--- src/rtl/ndi_pkg.sv ---
// Constants and types for the NAND discovery and initialization sequencer
package ndi_pkg;
  // Register byte offsets on the AXI4-Lite port
  localparam logic [7:0] OFS_CTRL = 8'h00;
  localparam logic [7:0] OFS_TIMING = 8'h04;
  localparam logic [7:0] OFS_STATUS = 8'h08;
  localparam logic [7:0] OFS_INTR = 8'h0C;
  localparam logic [7:0] OFS_GEOM = 8'h10;
  localparam logic [7:0] OFS_DRDATA = 8'h14;
  localparam logic [7:0] OFS_ECC = 8'h18;
  // Field positions
  localparam int CTRL_WP_OFF = 2;
  localparam int INTR_RST_COMP = 0;
  localparam int GEOM_WIDTH16 = 7;
  localparam int GEOM_PPB_LSB = 8;
  localparam int STRAP_SKIP = 0;
  localparam int STRAP_SMALL = 1;
  localparam int STRAP_WIDE = 2;
  localparam int STRAP_SHORT = 3;
  localparam int STRAP_NOLOAD = 4;
  // Reset values, page size codes and ECC strength codes
  localparam logic [3:0] TW_RST = 4'h1;
  localparam logic [1:0] PAGE_512 = 2'h0;
  localparam logic [1:0] PAGE_2K = 2'h1;
  localparam logic [1:0] PAGE_4K = 2'h2;
  localparam logic [1:0] PAGE_8K = 2'h3;
  localparam logic [9:0] PPB_RST = 10'h020;
  localparam logic [1:0] ECC_STR_4 = 2'h0;
  localparam logic [1:0] ECC_STR_16 = 2'h2;
  localparam logic [1:0] ECC_STR_24 = 2'h3;
  // Flash commands, the ONFI Read ID address and the identification signature
  localparam logic [7:0] CMD_READ_ID = 8'h90;
  localparam logic [7:0] CMD_PARAM = 8'hEC;
  localparam logic [7:0] CMD_RESET = 8'hFF;
  localparam logic [7:0] CMD_READ = 8'h00;
  localparam logic [7:0] CMD_READ_GO = 8'h30;
  localparam logic [7:0] ADR_ONFI_ID = 8'h20;
  localparam logic [31:0] ONFI_SIG = 32'h4F4E4649;
  // Parameter page byte indices that are kept, and the last Read ID byte index
  localparam logic [6:0] PP_FEAT = 7'h06;
  localparam logic [6:0] PP_PAGE_HI = 7'h51;
  localparam logic [6:0] PP_PPB_LO = 7'h5C;
  localparam logic [6:0] PP_PPB_HI = 7'h5D;
  localparam logic [6:0] ID_LAST = 7'h03;
  // Timing: clock period, busy-flag settle time, fastest flash rate
  localparam int CLK_PERIOD_NS = 100;
  localparam int TWB_NS = 200;
  localparam int TWB_CYC_I = (TWB_NS + CLK_PERIOD_NS - 1) / CLK_PERIOD_NS;
  localparam logic [2:0] TWB_CYC = 3'(TWB_CYC_I);
  localparam int FLASH_MAX_MHZ = 50;
  // Flash strobe engine phases, operation kinds and AXI4-Lite responses
  localparam logic [1:0] PH_IDLE = 2'h0;
  localparam logic [1:0] PH_LO = 2'h1;
  localparam logic [1:0] PH_HI = 2'h2;
  localparam logic [1:0] OP_NONE = 2'h0;
  localparam logic [1:0] OP_CMD = 2'h1;
  localparam logic [1:0] OP_ADR = 2'h2;
  localparam logic [1:0] OP_RD = 2'h3;
  localparam logic [1:0] RESP_OKAY = 2'h0;
  localparam logic [1:0] RESP_SLVERR = 2'h2;

  // Sequencer states
  typedef enum logic [4:0] {
    ST_SAMPLE, ST_WAIT0, ST_ID_CMD, ST_ID_ADR, ST_ID_RD,
    ST_PP_CMD, ST_PP_ADR, ST_PP_WAIT, ST_PP_RD,
    ST_LG_RST, ST_LG_WAIT, ST_LG_CMD, ST_LG_ADR, ST_LG_RD,
    ST_DR_RST, ST_DR_WAIT, ST_B0_CMD, ST_B0_ADR, ST_B0_CFM, ST_B0_WAIT,
    ST_FN_RST, ST_FN_WAIT, ST_DONE
  } ndi_state_t;
endpackage

--- src/rtl/ndi_init.sv ---
// NAND flash discovery and initialization sequencer with AXI4-Lite registers
// Behaviour
// - one flash device, 8 or 16 bit bus
// - four chip enables; dedicated pins use first only
// - flash strobes at most 50 MHz, programmable
// - 32 to 512 pages per block accepted
// - page sizes 512, 2K, 4K, 8K
// - ECC sectors 512 (4/8/16) or 1024 (24)
// - straps sampled on release from reset
// - skip strap bypasses query and first page
// - small-page-wide strap means 16-bit small page
// - short-row strap gives two row cycles
// - no-load strap omits block 0 page 0
// - skip strap jumps to final reset
// - Read ID checks for ONFI signature
// - ONFI part: read parameter page, keep values
// - otherwise legacy: reset, read signature, keep
// - reset device and detect bus width
// - load block 0 page 0 for direct read
// - final reset then set reset-complete flag
//
// Design decisions made here: register access over AXI4-Lite and the register addresses.
`timescale 1ns/1ps
module ndi_init (
  input wire logic aclk, // System clock, 10 MHz
  input wire logic aresetn, // Synchronous reset, active low
  input wire logic [7:0] s_axi_awaddr, // Write address
  input wire logic s_axi_awvalid, // Write address valid
  output logic s_axi_awready, // Write address ready
  input wire logic [31:0] s_axi_wdata, // Write data
  input wire logic [3:0] s_axi_wstrb, // Write byte strobes
  input wire logic s_axi_wvalid, // Write data valid
  output logic s_axi_wready, // Write data ready
  output logic [1:0] s_axi_bresp, // Write response
  output logic s_axi_bvalid, // Write response valid
  input wire logic s_axi_bready, // Write response ready
  input wire logic [7:0] s_axi_araddr, // Read address
  input wire logic s_axi_arvalid, // Read address valid
  output logic s_axi_arready, // Read address ready
  output logic [31:0] s_axi_rdata, // Read data
  output logic [1:0] s_axi_rresp, // Read response
  output logic s_axi_rvalid, // Read data valid
  input wire logic s_axi_rready, // Read data ready
  input wire logic skip_init_strap, // Skip discovery
  input wire logic small_page_strap, // 512-byte page part
  input wire logic small_page_wide_strap, // 512-byte page, 16-bit bus
  input wire logic short_row_strap, // Two row address cycles
  input wire logic no_first_page_load_strap, // Omit block 0 page 0 load
  input wire logic dedicated_pins, // Interface on dedicated pins
  input wire logic [15:0] nand_adq_i, // Flash data in
  output logic [15:0] nand_adq_o, // Flash data out
  output logic nand_adq_oe_n, // Data drive enable, low drives
  output logic nand_ale, // Address latch enable
  output logic nand_cle, // Command latch enable
  output logic nand_we_n, // Write strobe, active low
  output logic nand_re_n, // Read strobe, active low
  output logic [3:0] nand_ce_n, // Chip enables, active low
  output logic nand_wp_n, // Write protect, active low
  input wire logic [3:0] nand_rdy_busy // Ready high, busy low
);
  import ndi_pkg::*;

  // Whole state of the block
  typedef struct packed {
    ndi_state_t st;
    logic [1:0] ph;
    logic [3:0] cnt;
    logic [2:0] wcnt;
    logic [6:0] bcnt;
    logic [23:0] sig;
    logic [7:0] rbyte;
    logic [7:0] pbyte;
    logic [4:0] strap;
    logic onfi;
    logic legacy;
    logic width16;
    logic done;
    logic rst_comp;
    logic [1:0] page_code;
    logic [9:0] ppb;
    logic [3:0] tw;
    logic [1:0] ce_sel;
    logic wp_off;
    logic ecc_1k;
    logic [1:0] ecc_str;
    logic dr_ok;
    logic dr_req;
    logic dr_valid;
    logic [7:0] dr_data;
    logic aw_got;
    logic w_got;
    logic [7:0] awaddr;
    logic [31:0] wdata;
    logic [3:0] wstrb;
    logic bvalid;
    logic [1:0] bresp;
    logic rvalid;
    logic [1:0] rresp;
    logic [31:0] rdata;
    logic [15:0] adq_o;
    logic adq_oe_n;
    logic ale;
    logic cle;
    logic we_n;
    logic re_n;
    logic [3:0] ce_n;
  } ndi_regs_t;

  ndi_regs_t r; // Registered state
  ndi_regs_t n; // Next state
  logic rdy; // Ready of the selected chip
  logic fin; // Strobe operation ends this cycle
  logic [1:0] op_kind; // Operation asked by the sequencer
  logic [7:0] op_byte; // Byte sent by that operation
  logic wr_go; // Register write performed
  logic rd_go; // Register read performed
  logic [6:0] b0_last; // Last address cycle of the page load

  // Legal pages-per-block values
  function automatic logic ppb_ok(input logic [9:0] v);
    return (v == 10'h020) || (v == 10'h040) || (v == 10'h080) ||
      (v == 10'h100) || (v == 10'h180) || (v == 10'h200);
  endfunction

  // sequencing depends on the connected ready/busy pin
  assign rdy = nand_rdy_busy[r.ce_sel];
  assign fin = (r.ph == PH_HI) && (r.cnt == 4'h0);
  // two row cycles when the short-row strap is set
  assign b0_last = (r.strap[STRAP_SMALL] ? 7'h1 : 7'h2) +
    (r.strap[STRAP_SHORT] ? 7'h1 : 7'h2);

  assign s_axi_awready = !r.aw_got && !r.bvalid;
  assign s_axi_wready = !r.w_got && !r.bvalid;
  assign s_axi_arready = !r.rvalid;
  assign s_axi_bvalid = r.bvalid;
  assign s_axi_bresp = r.bresp;
  assign s_axi_rvalid = r.rvalid;
  assign s_axi_rresp = r.rresp;
  assign s_axi_rdata = r.rdata;
  assign nand_adq_o = r.adq_o;
  assign nand_adq_oe_n = r.adq_oe_n;
  assign nand_ale = r.ale;
  assign nand_cle = r.cle;
  assign nand_we_n = r.we_n;
  assign nand_re_n = r.re_n;
  assign nand_ce_n = r.ce_n;
  assign nand_wp_n = r.wp_off;

  // Operation each sequencer state asks of the strobe engine
  always_comb begin
    op_kind = OP_NONE;
    op_byte = 8'h00;
    case (r.st)
      ST_ID_CMD, ST_LG_CMD: begin
        op_kind = OP_CMD;
        op_byte = CMD_READ_ID;
      end
      ST_ID_ADR: begin
        op_kind = OP_ADR;
        op_byte = ADR_ONFI_ID;
      end
      ST_PP_CMD: begin
        op_kind = OP_CMD;
        op_byte = CMD_PARAM;
      end
      ST_PP_ADR, ST_LG_ADR, ST_B0_ADR: begin
        op_kind = OP_ADR;
        op_byte = 8'h00;
      end
      ST_LG_RST, ST_DR_RST, ST_FN_RST: begin
        op_kind = OP_CMD;
        op_byte = CMD_RESET;
      end
      ST_B0_CMD: begin
        op_kind = OP_CMD;
        op_byte = CMD_READ;
      end
      ST_B0_CFM: begin
        op_kind = OP_CMD;
        op_byte = CMD_READ_GO;
      end
      ST_ID_RD, ST_PP_RD, ST_LG_RD: begin
        op_kind = OP_RD;
      end
      ST_DONE: begin
        // direct read fetches one byte per request
        if (r.dr_req) begin
          op_kind = OP_RD;
        end
      end
      default: begin
        op_kind = OP_NONE;
      end
    endcase
  end

  // Next-state logic for sequencer, strobe engine and register port
  always_comb begin
    n = r;
    wr_go = 1'b0;
    rd_go = 1'b0;
    // Strobe engine: low phase then high phase, tw cycles each
    case (r.ph)
      PH_IDLE: begin
        if (op_kind != OP_NONE) begin
          // tw of at least one cycle keeps strobes under 50 MHz
          n.ph = PH_LO;
          n.cnt = r.tw - 4'h1;
          n.cle = (op_kind == OP_CMD);
          n.ale = (op_kind == OP_ADR);
          n.we_n = (op_kind == OP_RD);
          n.re_n = (op_kind != OP_RD);
          n.adq_o = {8'h00, op_byte};
          n.adq_oe_n = (op_kind == OP_RD);
        end
      end
      PH_LO: begin
        if (r.cnt == 4'h0) begin
          // Sample read data just before the strobe rises
          n.ph = PH_HI;
          n.cnt = r.tw - 4'h1;
          n.we_n = 1'b1;
          n.re_n = 1'b1;
          n.rbyte = nand_adq_i[7:0];
        end else begin
          n.cnt = r.cnt - 4'h1;
        end
      end
      PH_HI: begin
        if (r.cnt == 4'h0) begin
          n.ph = PH_IDLE;
          n.cle = 1'b0;
          n.ale = 1'b0;
          n.adq_oe_n = 1'b1;
        end else begin
          n.cnt = r.cnt - 4'h1;
        end
      end
      default: begin
        n.ph = PH_IDLE;
      end
    endcase
    if (fin) begin
      n.wcnt = TWB_CYC;
      n.bcnt = r.bcnt + 7'h1;
      n.pbyte = r.rbyte;
    end
    // Sequencer
    case (r.st)
      ST_SAMPLE: begin
        // straps caught once, first cycle after release
        n.strap = {no_first_page_load_strap, short_row_strap,
          small_page_wide_strap, small_page_strap, skip_init_strap};
        n.wcnt = TWB_CYC;
        // wide strap counts only with a small-page part
        n.width16 = small_page_wide_strap && small_page_strap;
        // skip goes straight to the final reset
        n.st = skip_init_strap ? ST_FN_RST : ST_WAIT0;
      end
      ST_WAIT0: begin
        if (r.wcnt != 3'h0) begin
          n.wcnt = r.wcnt - 3'h1;
        end else if (rdy) begin
          // Small-page parts ignore Read ID, so take them as legacy
          n.legacy = r.strap[STRAP_SMALL];
          n.page_code = PAGE_512;
          n.ppb = PPB_RST;
          n.st = r.strap[STRAP_SMALL] ? ST_DR_RST : ST_ID_CMD;
        end
      end
      ST_ID_CMD: if (fin) n.st = ST_ID_ADR;
      ST_ID_ADR: begin
        if (fin) begin
          n.st = ST_ID_RD;
          n.bcnt = 7'h0;
        end
      end
      ST_ID_RD: begin
        if (fin) begin
          n.sig = {r.sig[15:0], r.rbyte};
          if (r.bcnt == ID_LAST) begin
            n.onfi = ({r.sig, r.rbyte} == ONFI_SIG);
            n.legacy = !n.onfi;
            n.st = n.onfi ? ST_PP_CMD : ST_LG_RST;
          end
        end
      end
      ST_PP_CMD: if (fin) n.st = ST_PP_ADR;
      ST_PP_ADR: if (fin) n.st = ST_PP_WAIT;
      ST_PP_WAIT, ST_LG_WAIT, ST_DR_WAIT, ST_B0_WAIT, ST_FN_WAIT: begin
        if (r.wcnt != 3'h0) begin
          n.wcnt = r.wcnt - 3'h1;
        end else if (rdy) begin
          n.bcnt = 7'h0;
          case (r.st)
            ST_PP_WAIT: n.st = ST_PP_RD;
            ST_LG_WAIT: n.st = ST_LG_CMD;
            // no-load strap skips the first page
            ST_DR_WAIT: begin
              n.st = r.strap[STRAP_NOLOAD] ? ST_FN_RST : ST_B0_CMD;
            end
            ST_B0_WAIT: begin
              n.dr_ok = 1'b1;
              n.st = ST_FN_RST;
            end
            default: begin
              // flag set once the final reset is over
              n.done = 1'b1;
              n.rst_comp = 1'b1;
              n.st = ST_DONE;
            end
          endcase
        end
      end
      ST_PP_RD: begin
        if (fin) begin
          // keep width, page size and block size
          if (r.bcnt == PP_FEAT) n.width16 = r.rbyte[0];
          // page size code from the high size byte
          if (r.bcnt == PP_PAGE_HI) begin
            n.page_code = r.rbyte[5] ? PAGE_8K : r.rbyte[4] ? PAGE_4K :
              r.rbyte[3] ? PAGE_2K : PAGE_512;
          end
          if (r.bcnt == PP_PPB_HI) begin
            n.ppb = ppb_ok({r.rbyte[1:0], r.pbyte}) ?
              {r.rbyte[1:0], r.pbyte} : PPB_RST;
            n.st = ST_DR_RST;
          end
        end
      end
      ST_LG_RST: if (fin) n.st = ST_LG_WAIT;
      ST_LG_CMD: if (fin) n.st = ST_LG_ADR;
      ST_LG_ADR: begin
        if (fin) begin
          n.st = ST_LG_RD;
          n.bcnt = 7'h0;
        end
      end
      ST_LG_RD: begin
        if (fin && r.bcnt == ID_LAST) begin
          // legacy signature gives page, block and width
          n.page_code = (r.rbyte[1:0] == 2'h0) ? PAGE_2K : r.rbyte[1:0];
          n.ppb = 10'((10'h040 << r.rbyte[5:4]) >> n.page_code);
          n.width16 = r.rbyte[6];
          n.st = ST_DR_RST;
        end
      end
      ST_DR_RST: begin
        // width checked while the device resets
        if (fin) begin
          n.st = ST_DR_WAIT;
          if (r.strap[STRAP_SMALL]) n.width16 = r.strap[STRAP_WIDE];
        end
      end
      ST_B0_CMD: begin
        if (fin) begin
          n.st = ST_B0_ADR;
          n.bcnt = 7'h0;
        end
      end
      ST_B0_ADR: begin
        if (fin && r.bcnt == b0_last) begin
          n.st = r.strap[STRAP_SMALL] ? ST_B0_WAIT : ST_B0_CFM;
        end
      end
      ST_B0_CFM: if (fin) n.st = ST_B0_WAIT;
      ST_FN_RST: if (fin) n.st = ST_FN_WAIT;
      ST_DONE: begin
        if (fin) begin
          n.dr_data = r.rbyte;
          n.dr_valid = 1'b1;
          n.dr_req = 1'b0;
        end
      end
      default: n.st = ST_SAMPLE;
    endcase
    // Register write: address and data taken in either order
    if (s_axi_awvalid && s_axi_awready) begin
      n.aw_got = 1'b1;
      n.awaddr = s_axi_awaddr;
    end
    if (s_axi_wvalid && s_axi_wready) begin
      n.w_got = 1'b1;
      n.wdata = s_axi_wdata;
      n.wstrb = s_axi_wstrb;
    end
    if (r.aw_got && r.w_got && !r.bvalid) begin
      wr_go = 1'b1;
      n.aw_got = 1'b0;
      n.w_got = 1'b0;
      n.bvalid = 1'b1;
      n.bresp = RESP_OKAY;
      case (r.awaddr)
        OFS_CTRL: begin
          if (r.wstrb[0]) begin
            // dedicated pins leave only the first enable
            // hence a single pair when on dedicated pins
            n.ce_sel = dedicated_pins ? 2'h0 : r.wdata[1:0];
            n.wp_off = r.wdata[CTRL_WP_OFF];
          end
        end
        OFS_TIMING: begin
          // zero would break the strobe, kept at one
          if (r.wstrb[0]) begin
            n.tw = (r.wdata[3:0] == 4'h0) ? TW_RST : r.wdata[3:0];
          end
        end
        OFS_INTR: begin
          // Write one to clear; a set in the same cycle wins
          if (r.wstrb[0] && r.wdata[INTR_RST_COMP] &&
              !(r.st == ST_FN_WAIT && n.st == ST_DONE)) begin
            n.rst_comp = 1'b0;
          end
        end
        OFS_GEOM: begin
          if (r.wstrb[0]) begin
            n.page_code = r.wdata[1:0];
            n.width16 = r.wdata[GEOM_WIDTH16];
          end
          if (r.wstrb[1] && r.wstrb[2] &&
              ppb_ok(r.wdata[GEOM_PPB_LSB +: 10])) begin
            n.ppb = r.wdata[GEOM_PPB_LSB +: 10];
          end
        end
        OFS_ECC: begin
          // 1024-byte sectors always use 24-bit strength
          if (r.wstrb[0]) begin
            n.ecc_1k = r.wdata[0] || (r.wdata[2:1] == ECC_STR_24);
            n.ecc_str = r.wdata[0] ? ECC_STR_24 :
              (r.wdata[2:1] == ECC_STR_24) ? ECC_STR_24 : r.wdata[2:1];
          end
        end
        OFS_STATUS, OFS_DRDATA: n.bresp = RESP_OKAY;
        default: n.bresp = RESP_SLVERR;
      endcase
    end
    if (r.bvalid && s_axi_bready) n.bvalid = 1'b0;
    // Register read, answered the cycle after the address is taken
    if (s_axi_arvalid && s_axi_arready) begin
      rd_go = 1'b1;
      n.rvalid = 1'b1;
      n.rresp = RESP_OKAY;
      n.rdata = 32'h0000_0000;
      case (s_axi_araddr)
        OFS_CTRL: n.rdata = {29'h0, r.wp_off, r.ce_sel};
        OFS_TIMING: n.rdata = {28'h0, r.tw};
        OFS_STATUS: begin
          n.rdata = {11'h0, 5'(r.st), 3'h0, r.strap, 2'h0, r.dr_valid,
            r.dr_ok, r.width16, r.legacy, r.onfi, r.done};
        end
        OFS_INTR: n.rdata = {31'h0, r.rst_comp};
        OFS_GEOM: begin
          n.rdata = {14'h0, r.ppb, r.width16, 5'h0, r.page_code};
        end
        OFS_DRDATA: begin
          // Reading takes the byte and starts the next fetch
          n.rdata = {23'h0, r.dr_valid, r.dr_data};
          n.dr_valid = (r.st == ST_DONE) && fin;
          n.dr_req = r.dr_ok;
        end
        OFS_ECC: n.rdata = {29'h0, r.ecc_str, r.ecc_1k};
        default: n.rresp = RESP_SLVERR;
      endcase
    end
    if (r.rvalid && s_axi_rready) n.rvalid = 1'b0;
    // selected chip enabled once the sequencer runs
    n.ce_n = (r.st == ST_SAMPLE) ? 4'hF : ~(4'h1 << n.ce_sel);
  end

  // State register
  always_ff @(posedge aclk) begin
    if (!aresetn) begin
      r <= '0;
      r.st <= ST_SAMPLE;
      r.tw <= TW_RST;
      r.ppb <= PPB_RST;
      r.adq_oe_n <= 1'b1;
      r.we_n <= 1'b1;
      r.re_n <= 1'b1;
      r.ce_n <= 4'hF;
      r.strap[STRAP_NOLOAD] <= 1'b1;
    end else begin
      r <= n;
    end
  end
endmodule // ndi_init

--- config.mk ---
export PLATFORM = sky130hd
export DESIGN_NAME = ndi_init
export DESIGN_NICKNAME = d
export VERILOG_FILES = /design/src/rtl/ndi_pkg.sv /design/src/rtl/ndi_init.sv
export SDC_FILE = /design/constraint.sdc
export NUM_CORES = 1
export LEC_CHECK = 0
export ABC_AREA = 1
export BUFFER_PORTS_ARGS = -buffer_cell sky130_fd_sc_hd__clkbuf_2
export CAP_MARGIN = 15
export CORE_AREA = 2 2 162 164
export DETAILED_ROUTE_END_ITERATION = 10
export DIE_AREA = 0 0 164 166
export HOLD_SLACK_MARGIN = 0.1
export SETUP_SLACK_MARGIN = 0.4
export SLEW_MARGIN = 30
export SYNTH_ARGS = -nofsm -noshare
export SYNTH_HDL_FRONTEND = slang
export SYNTH_SLANG_ARGS = --single-unit
--- constraint.sdc ---
create_clock -name aclk -period 4.7 [get_ports aclk]
set_clock_uncertainty 0.2 [all_clocks]
set_input_delay 1.41 -clock aclk [delete_from_list [all_inputs] [get_ports aclk]]
set_output_delay 1.41 -clock aclk [all_outputs]
set_load 0.01 [all_outputs]
# --- Yosys cells after proc, flatten, opt, wreduce, memory -nomap -nowiden ---
# Index checks and enable logic that the tools add are counted.
totals:
  ff_bits: 190
  word_cells: 309
classes:
  add_sub_neg: 5
  magnitude_cmp: 1
  n_eq_ne: 68
  shifts: 3
  n_mux: 107
  n_bitwise: 4
  reduce_logical: 79
ops:
  columns: ["cell", "count"]
  rows:
  - ["$pmux W21 S7", 1]
  - ["$mux W5", 23]
  - ["$pmux W5 S19", 1]
  - ["$mux W10", 6]
  - ["$mux W12", 5]
  - ["$eq A8 B5 Y1 const B", 6]
  - ["$eq A10 B9 Y1 const B", 4]
  - ["$eq A5 B4 Y1 const B", 8]
  - ["$eq A5 B5 Y1 const B", 8]
  - ["$pmux W8 S5", 1]
  - ["$mux W2", 18]
  - ["$pmux W12 S3", 1]
  - ["$eq A32 B31 Y1 const B", 1]
  - ["$eq A8 B4 Y1 const B", 4]
  - ["$mux W4", 7]
  - ["$reduce_and A3 Y1", 8]
  - ["$mux W23", 1]
  - ["$mux W1", 21]
  - ["$mux W3", 7]
  - ["$mux W7", 3]
  - ["$eq A10 B10 Y1 const B", 2]
  - ["$eq A10 B6 Y1 const B", 2]
  - ["$eq A10 B7 Y1 const B", 2]
  - ["$eq A10 B8 Y1 const B", 2]
  - ["other kinds (52)", 125]

# --- Longest topological paths before layout ---
depth:
  depth_word: 15
  mapped_depth: 14
  mapped_depth_nobuf: 14

# --- Least setup slack after synthesis ---
# No wires, ideal clock.
synth_path:
  path_kind: "input-to-reg"
  startpoint: "input port s_axi_araddr[1]"
  endpoint: "register r (netlist bit s_axi_rdata[0])"
  arrival_time_ns: 2.510
  t_required_ns: 4.430
  setup_slack_ns: 1.920
  stages: 10
  n_path_buf: 1
  cell_sequence: "nor2_1 inv_1 nor3_1 nand2_1 buf_2 o22ai_1 nor2_1 nand2_1 nand2_1 a21oi_1"
synth_between:
  elab_chain_len: 2
  word_cells_on_any_way: 8
  cone_classes: "eq/ne (6); mux (1); reduce/logical (1)"
synth_lines:
  columns: ["item", "line", "source"]
  rows:
  - ["start: declaration", "ndi_init.sv:37", "input wire logic [7:0] s_axi_araddr,"]
  - ["$eq A8 B5 Y1, or another cell as far along", "ndi_init.sv:444", "case (s_axi_araddr)"]
  - ["$pmux W21 S7 *", "ndi_init.sv:444", null]
  - ["end signal: assignment", "ndi_init.sv:483", "r <= n;"]
  - ["end: declaration", "ndi_init.sv:109", "ndi_regs_t r;"]
# Every way passes the cells marked *; elsewhere a longest branch is shown, timed or not.
# A chain may end at the register's enable or synchronous reset.

# --- Worst setup path in the final report ---
layout_path:
  startpoint: "input port s_axi_araddr[1]"
  endpoint: "register r (netlist bit s_axi_rdata[2])"
# The elaborated chain is that of the path after synthesis.

==> impl_metrics.json <==
{
  "hold_class": "reg2reg",
  "critPathArrivalTime_ns": 3.18,
  "status": "complete, no violations",
  "gr-usage-all-layers_pct": 18.35,
  "clock_latency_ns": 0.44,
  "power_w": 0.004847,
  "final_max_slew_viol_count": 0,
  "max_freq_mhz": 331.8,
  "r2r_setup_slack_ns": 1.79,
  "cp-start-kind": "primary input",
  "slew-limit-headroom_pct": 39.39,
  "place_area_um2": 9241,
  "hold_violations": 0,
  "cts_buffers": 17,
  "yosysWarningCount": 0,
  "routabilityCongestion": 0.9296,
  "p_leak_nw": 4.263,
  "drt_iter0_drc": 541,
  "synth_top_family_by_area": "simple AND/OR/NAND/NOR gates",
  "area_growth_pct": 11.52,
  "cts_root_buffer": "clkbuf_16",
  "cp_num_buf_inv": 3,
  "firstDrtPassIters": 5,
  "max-cap-violations": 0,
  "grt_overflow": 0,
  "hold_depth": 2,
  "drc_errors": 0,
  "fp.dieH_um": 166,
  "worstPathMaxFanout": 11,
  "ff2ff_path_depth": 13,
  "wire_per_inst_um": 14.65,
  "whs_endpoint": "r[79]",
  "std_cell_rows": 59,
  "final_cell_area_um2": 9847,
  "finalCritPeriodShare_pct": 64.13,
  "p_int_w": 0.002832,
  "r2r-start": "r[206]",
  "rsz0062_at_grt": "false",
  "synthSimpleGateAreaFrac_pct": 27.18,
  "cts_resized": 0,
  "p_per_area_nw_per_um2": 492.2,
  "cts_tree": "yes",
  "core_area_um2": 25620,
  "required_ns": 4.87,
  "viasPerCell": 4.951,
  "crit_chain": "clkbuf_2 > nor2_1 > inv_1 > nor3_1 > nand2_1 > inv_1 > nand2_1 > nand4_1 > o21ai_0 > a21oi_1",
  "fin_util_pct": 38.44,
  "ys_seq_area_share_pct": 38.77,
  "die_w_um": 164,
  "ant_nets": 0,
  "diodes": 0,
  "grt_pass1_wl_um": 39930,
  "layout.nets": 1435,
  "cp-end-kind": "register",
  "grt_max_degree": 71,
  "start_util_pct": 34.47,
  "cts_sinks": 171,
  "cp_top_family": "simple AND/OR/NAND/NOR gates",
  "tightestPinTransition_ns": 0.9082,
  "tns_ns": 0,
  "pwr-share-seq_pct": 37.4,
  "cts.clk_slew.worst_paths_ns": 0.08,
  "holdWs_ns": 0.2553,
  "synth_edf_count": 0,
  "holdBufCountCts": 0,
  "switching_share_pct": 41.57,
  "critPathKind": "in2reg",
  "p_sw_w": 0.002015,
  "final_common_cell": "nand2_1",
  "die_area_um2": 27220,
  "synthXorXnorAreaFrac_pct": 0.7935,
  "combPwrFrac_pct": 33.4,
  "cpMaxStageDelayCell": "nand2_1",
  "r2r-end": "r[135]",
  "ys_ff_latch": 171,
  "place_hpwl_um": 18310,
  "pwr-share-clk_pct": 29.2,
  "synth_fa_ha_area_share_pct": 1.984,
  "final-setup-viol-count": 0,
  "synth.mux.area_fraction_pct": 0,
  "yosysUniqueCellTypes": 48,
  "wl_um": 24670,
  "slowest_delay_ns": 0.35,
  "clk_path_buf_depth": 2,
  "port-buffer-count": 104,
  "mostFrequentLayoutCells": "236 x nand2_1, 171 x dfxtp_1, 167 x nor2_1, 134 x a21oi_1, 124 x inv_1",
  "period_needed_ns": 3.014,
  "synthCells": 1289,
  "vdd_drop_max_v": 0.0002246,
  "synthArstFlopShare_pct": 0,
  "synth-main-ff-cell": "dfxtp_1",
  "vias": 8338,
  "ios": 152,
  "post-cts-setup-buffer-count": 0,
  "synth_compound_area_share_pct": 18.25,
  "synth_area_per_cell_um2": 6.850,
  "hp-start": "r[79]",
  "htree_levels": 4,
  "synth_area_um2": 8830,
  "drive_above_1_share_pct": 12.75,
  "grt_pass1_vias": 7694,
  "antenna_found_initial": 0
}
[logic make-up after synthesis]
group | after synthesis
adders and majority gates | 14
and+or+nand+nor | 557
other | 1
DFF | 171
AOI/OAI and AO/OA | 303
buffers and inverters | 235
xor gates and xnor gates | 8
[how the worst max path moves through the flow]
stage	endpoint	start	cells past startpoint
floorplan	s_axi_rdata[0]	s_axi_araddr[1]	10
global placement	s_axi_rdata[2]	s_axi_araddr[1]	10
detailed placement	s_axi_rdata[2]	s_axi_araddr[1]	10
CTS	s_axi_rdata[2]	s_axi_araddr[1]	10
global route	s_axi_rdata[2]	s_axi_araddr[1]	10
finish	s_axi_rdata[2]	s_axi_araddr[1]	10
[through the flow]
step,worst slack (ns),std cells
2_1_floorplan,1.920,1309
3_3_place_gp,1.302,1652
3_5_place_dp,1.302,1652
4_1_cts,1.747,1684
5_1_grt,1.455,1684
6_report,1.686,1684
[worst reg2reg max path, stage by stage (launching register included)]
cell     delay, ns
dfxtp_1       0.34
inv_1         0.10
ha_1          0.29
inv_1         0.13
nor2_2        0.72
nand2_1       0.23
nand2_1       0.17
inv_1         0.09
nor2_1        0.09
nand2_1       0.06
o21ai_0       0.10
nand3_1       0.12
nand2_1       0.09
nand2_1       0.06
[power groups by stage]
stage               Combinational [W]  Sequential [W]  Clock (W)
floorplan                     0.00131         0.00175          0
global placement              0.00159         0.00184          0
detailed placement            0.00160         0.00184          0
CTS                           0.00161         0.00181    0.00144
global route                  0.00185         0.00184    0.00151
finish                        0.00162         0.00181    0.00142
[cell usage after synthesis (6+ instances only)]
cell      instances  area, µm²
nand2_1         236      885.9
dfxtp_1         171       3423
nor2_1          168      630.6
a21oi_1         134      670.6
inv_1           124      465.5
o21ai_0         123      615.6
nand3_1          88      440.4
buf_4            58      435.4
clkbuf_1         30      112.6
nor3_1           20      100.1
nand4_1          16      100.1
ha_1             14      175.2
o22ai_1          12      75.07
o211ai_1          8      60.06
buf_2             7      35.03
inv_2             7      26.28
a31oi_1           6      37.54
nor2_2            6      37.54
xor2_1            6      52.55
[registers in the layout, summed over array words and instances, names as in the netlist]
name / cells
nand_re_n: 1
nand_cle: 1
s_axi_rvalid: 1
r: 131
nand_adq_o: 5
nand_ce_n: 4
s_axi_bresp: 1
nand_wp_n: 1
nand_adq_oe_n: 1
s_axi_rdata: 21
s_axi_rresp: 1
nand_we_n: 1
nand_ale: 1
s_axi_bvalid: 1
[layout make-up]
| cell class | instances | area [µm²] |
|---|---|---|
| multi-input cells | 903 | 4338 |
| fillers | 2760 | 15770 |
| inverters | 134 | 503.0 |
| well taps | 335 | 419.2 |
| repair buffers | 109 | 558.0 |
| clock inverters | 15 | 180.2 |
| flip-flops and latches | 171 | 3423 |
| clock buffers | 17 | 425.4 |
[layer usage]
metal,track usage [%],share of wire [%],routed length [µm],vias to the layer above
li1,-,-,-,4261
met1,26.24,49,12070,3805
met2,28.28,44,10920,245
met3,3.172,5.2,1294,27
met4,5.225,1.6,386,0
met5,0,0,0,-
No activity file was read; power rests on OpenSTA's default activity.
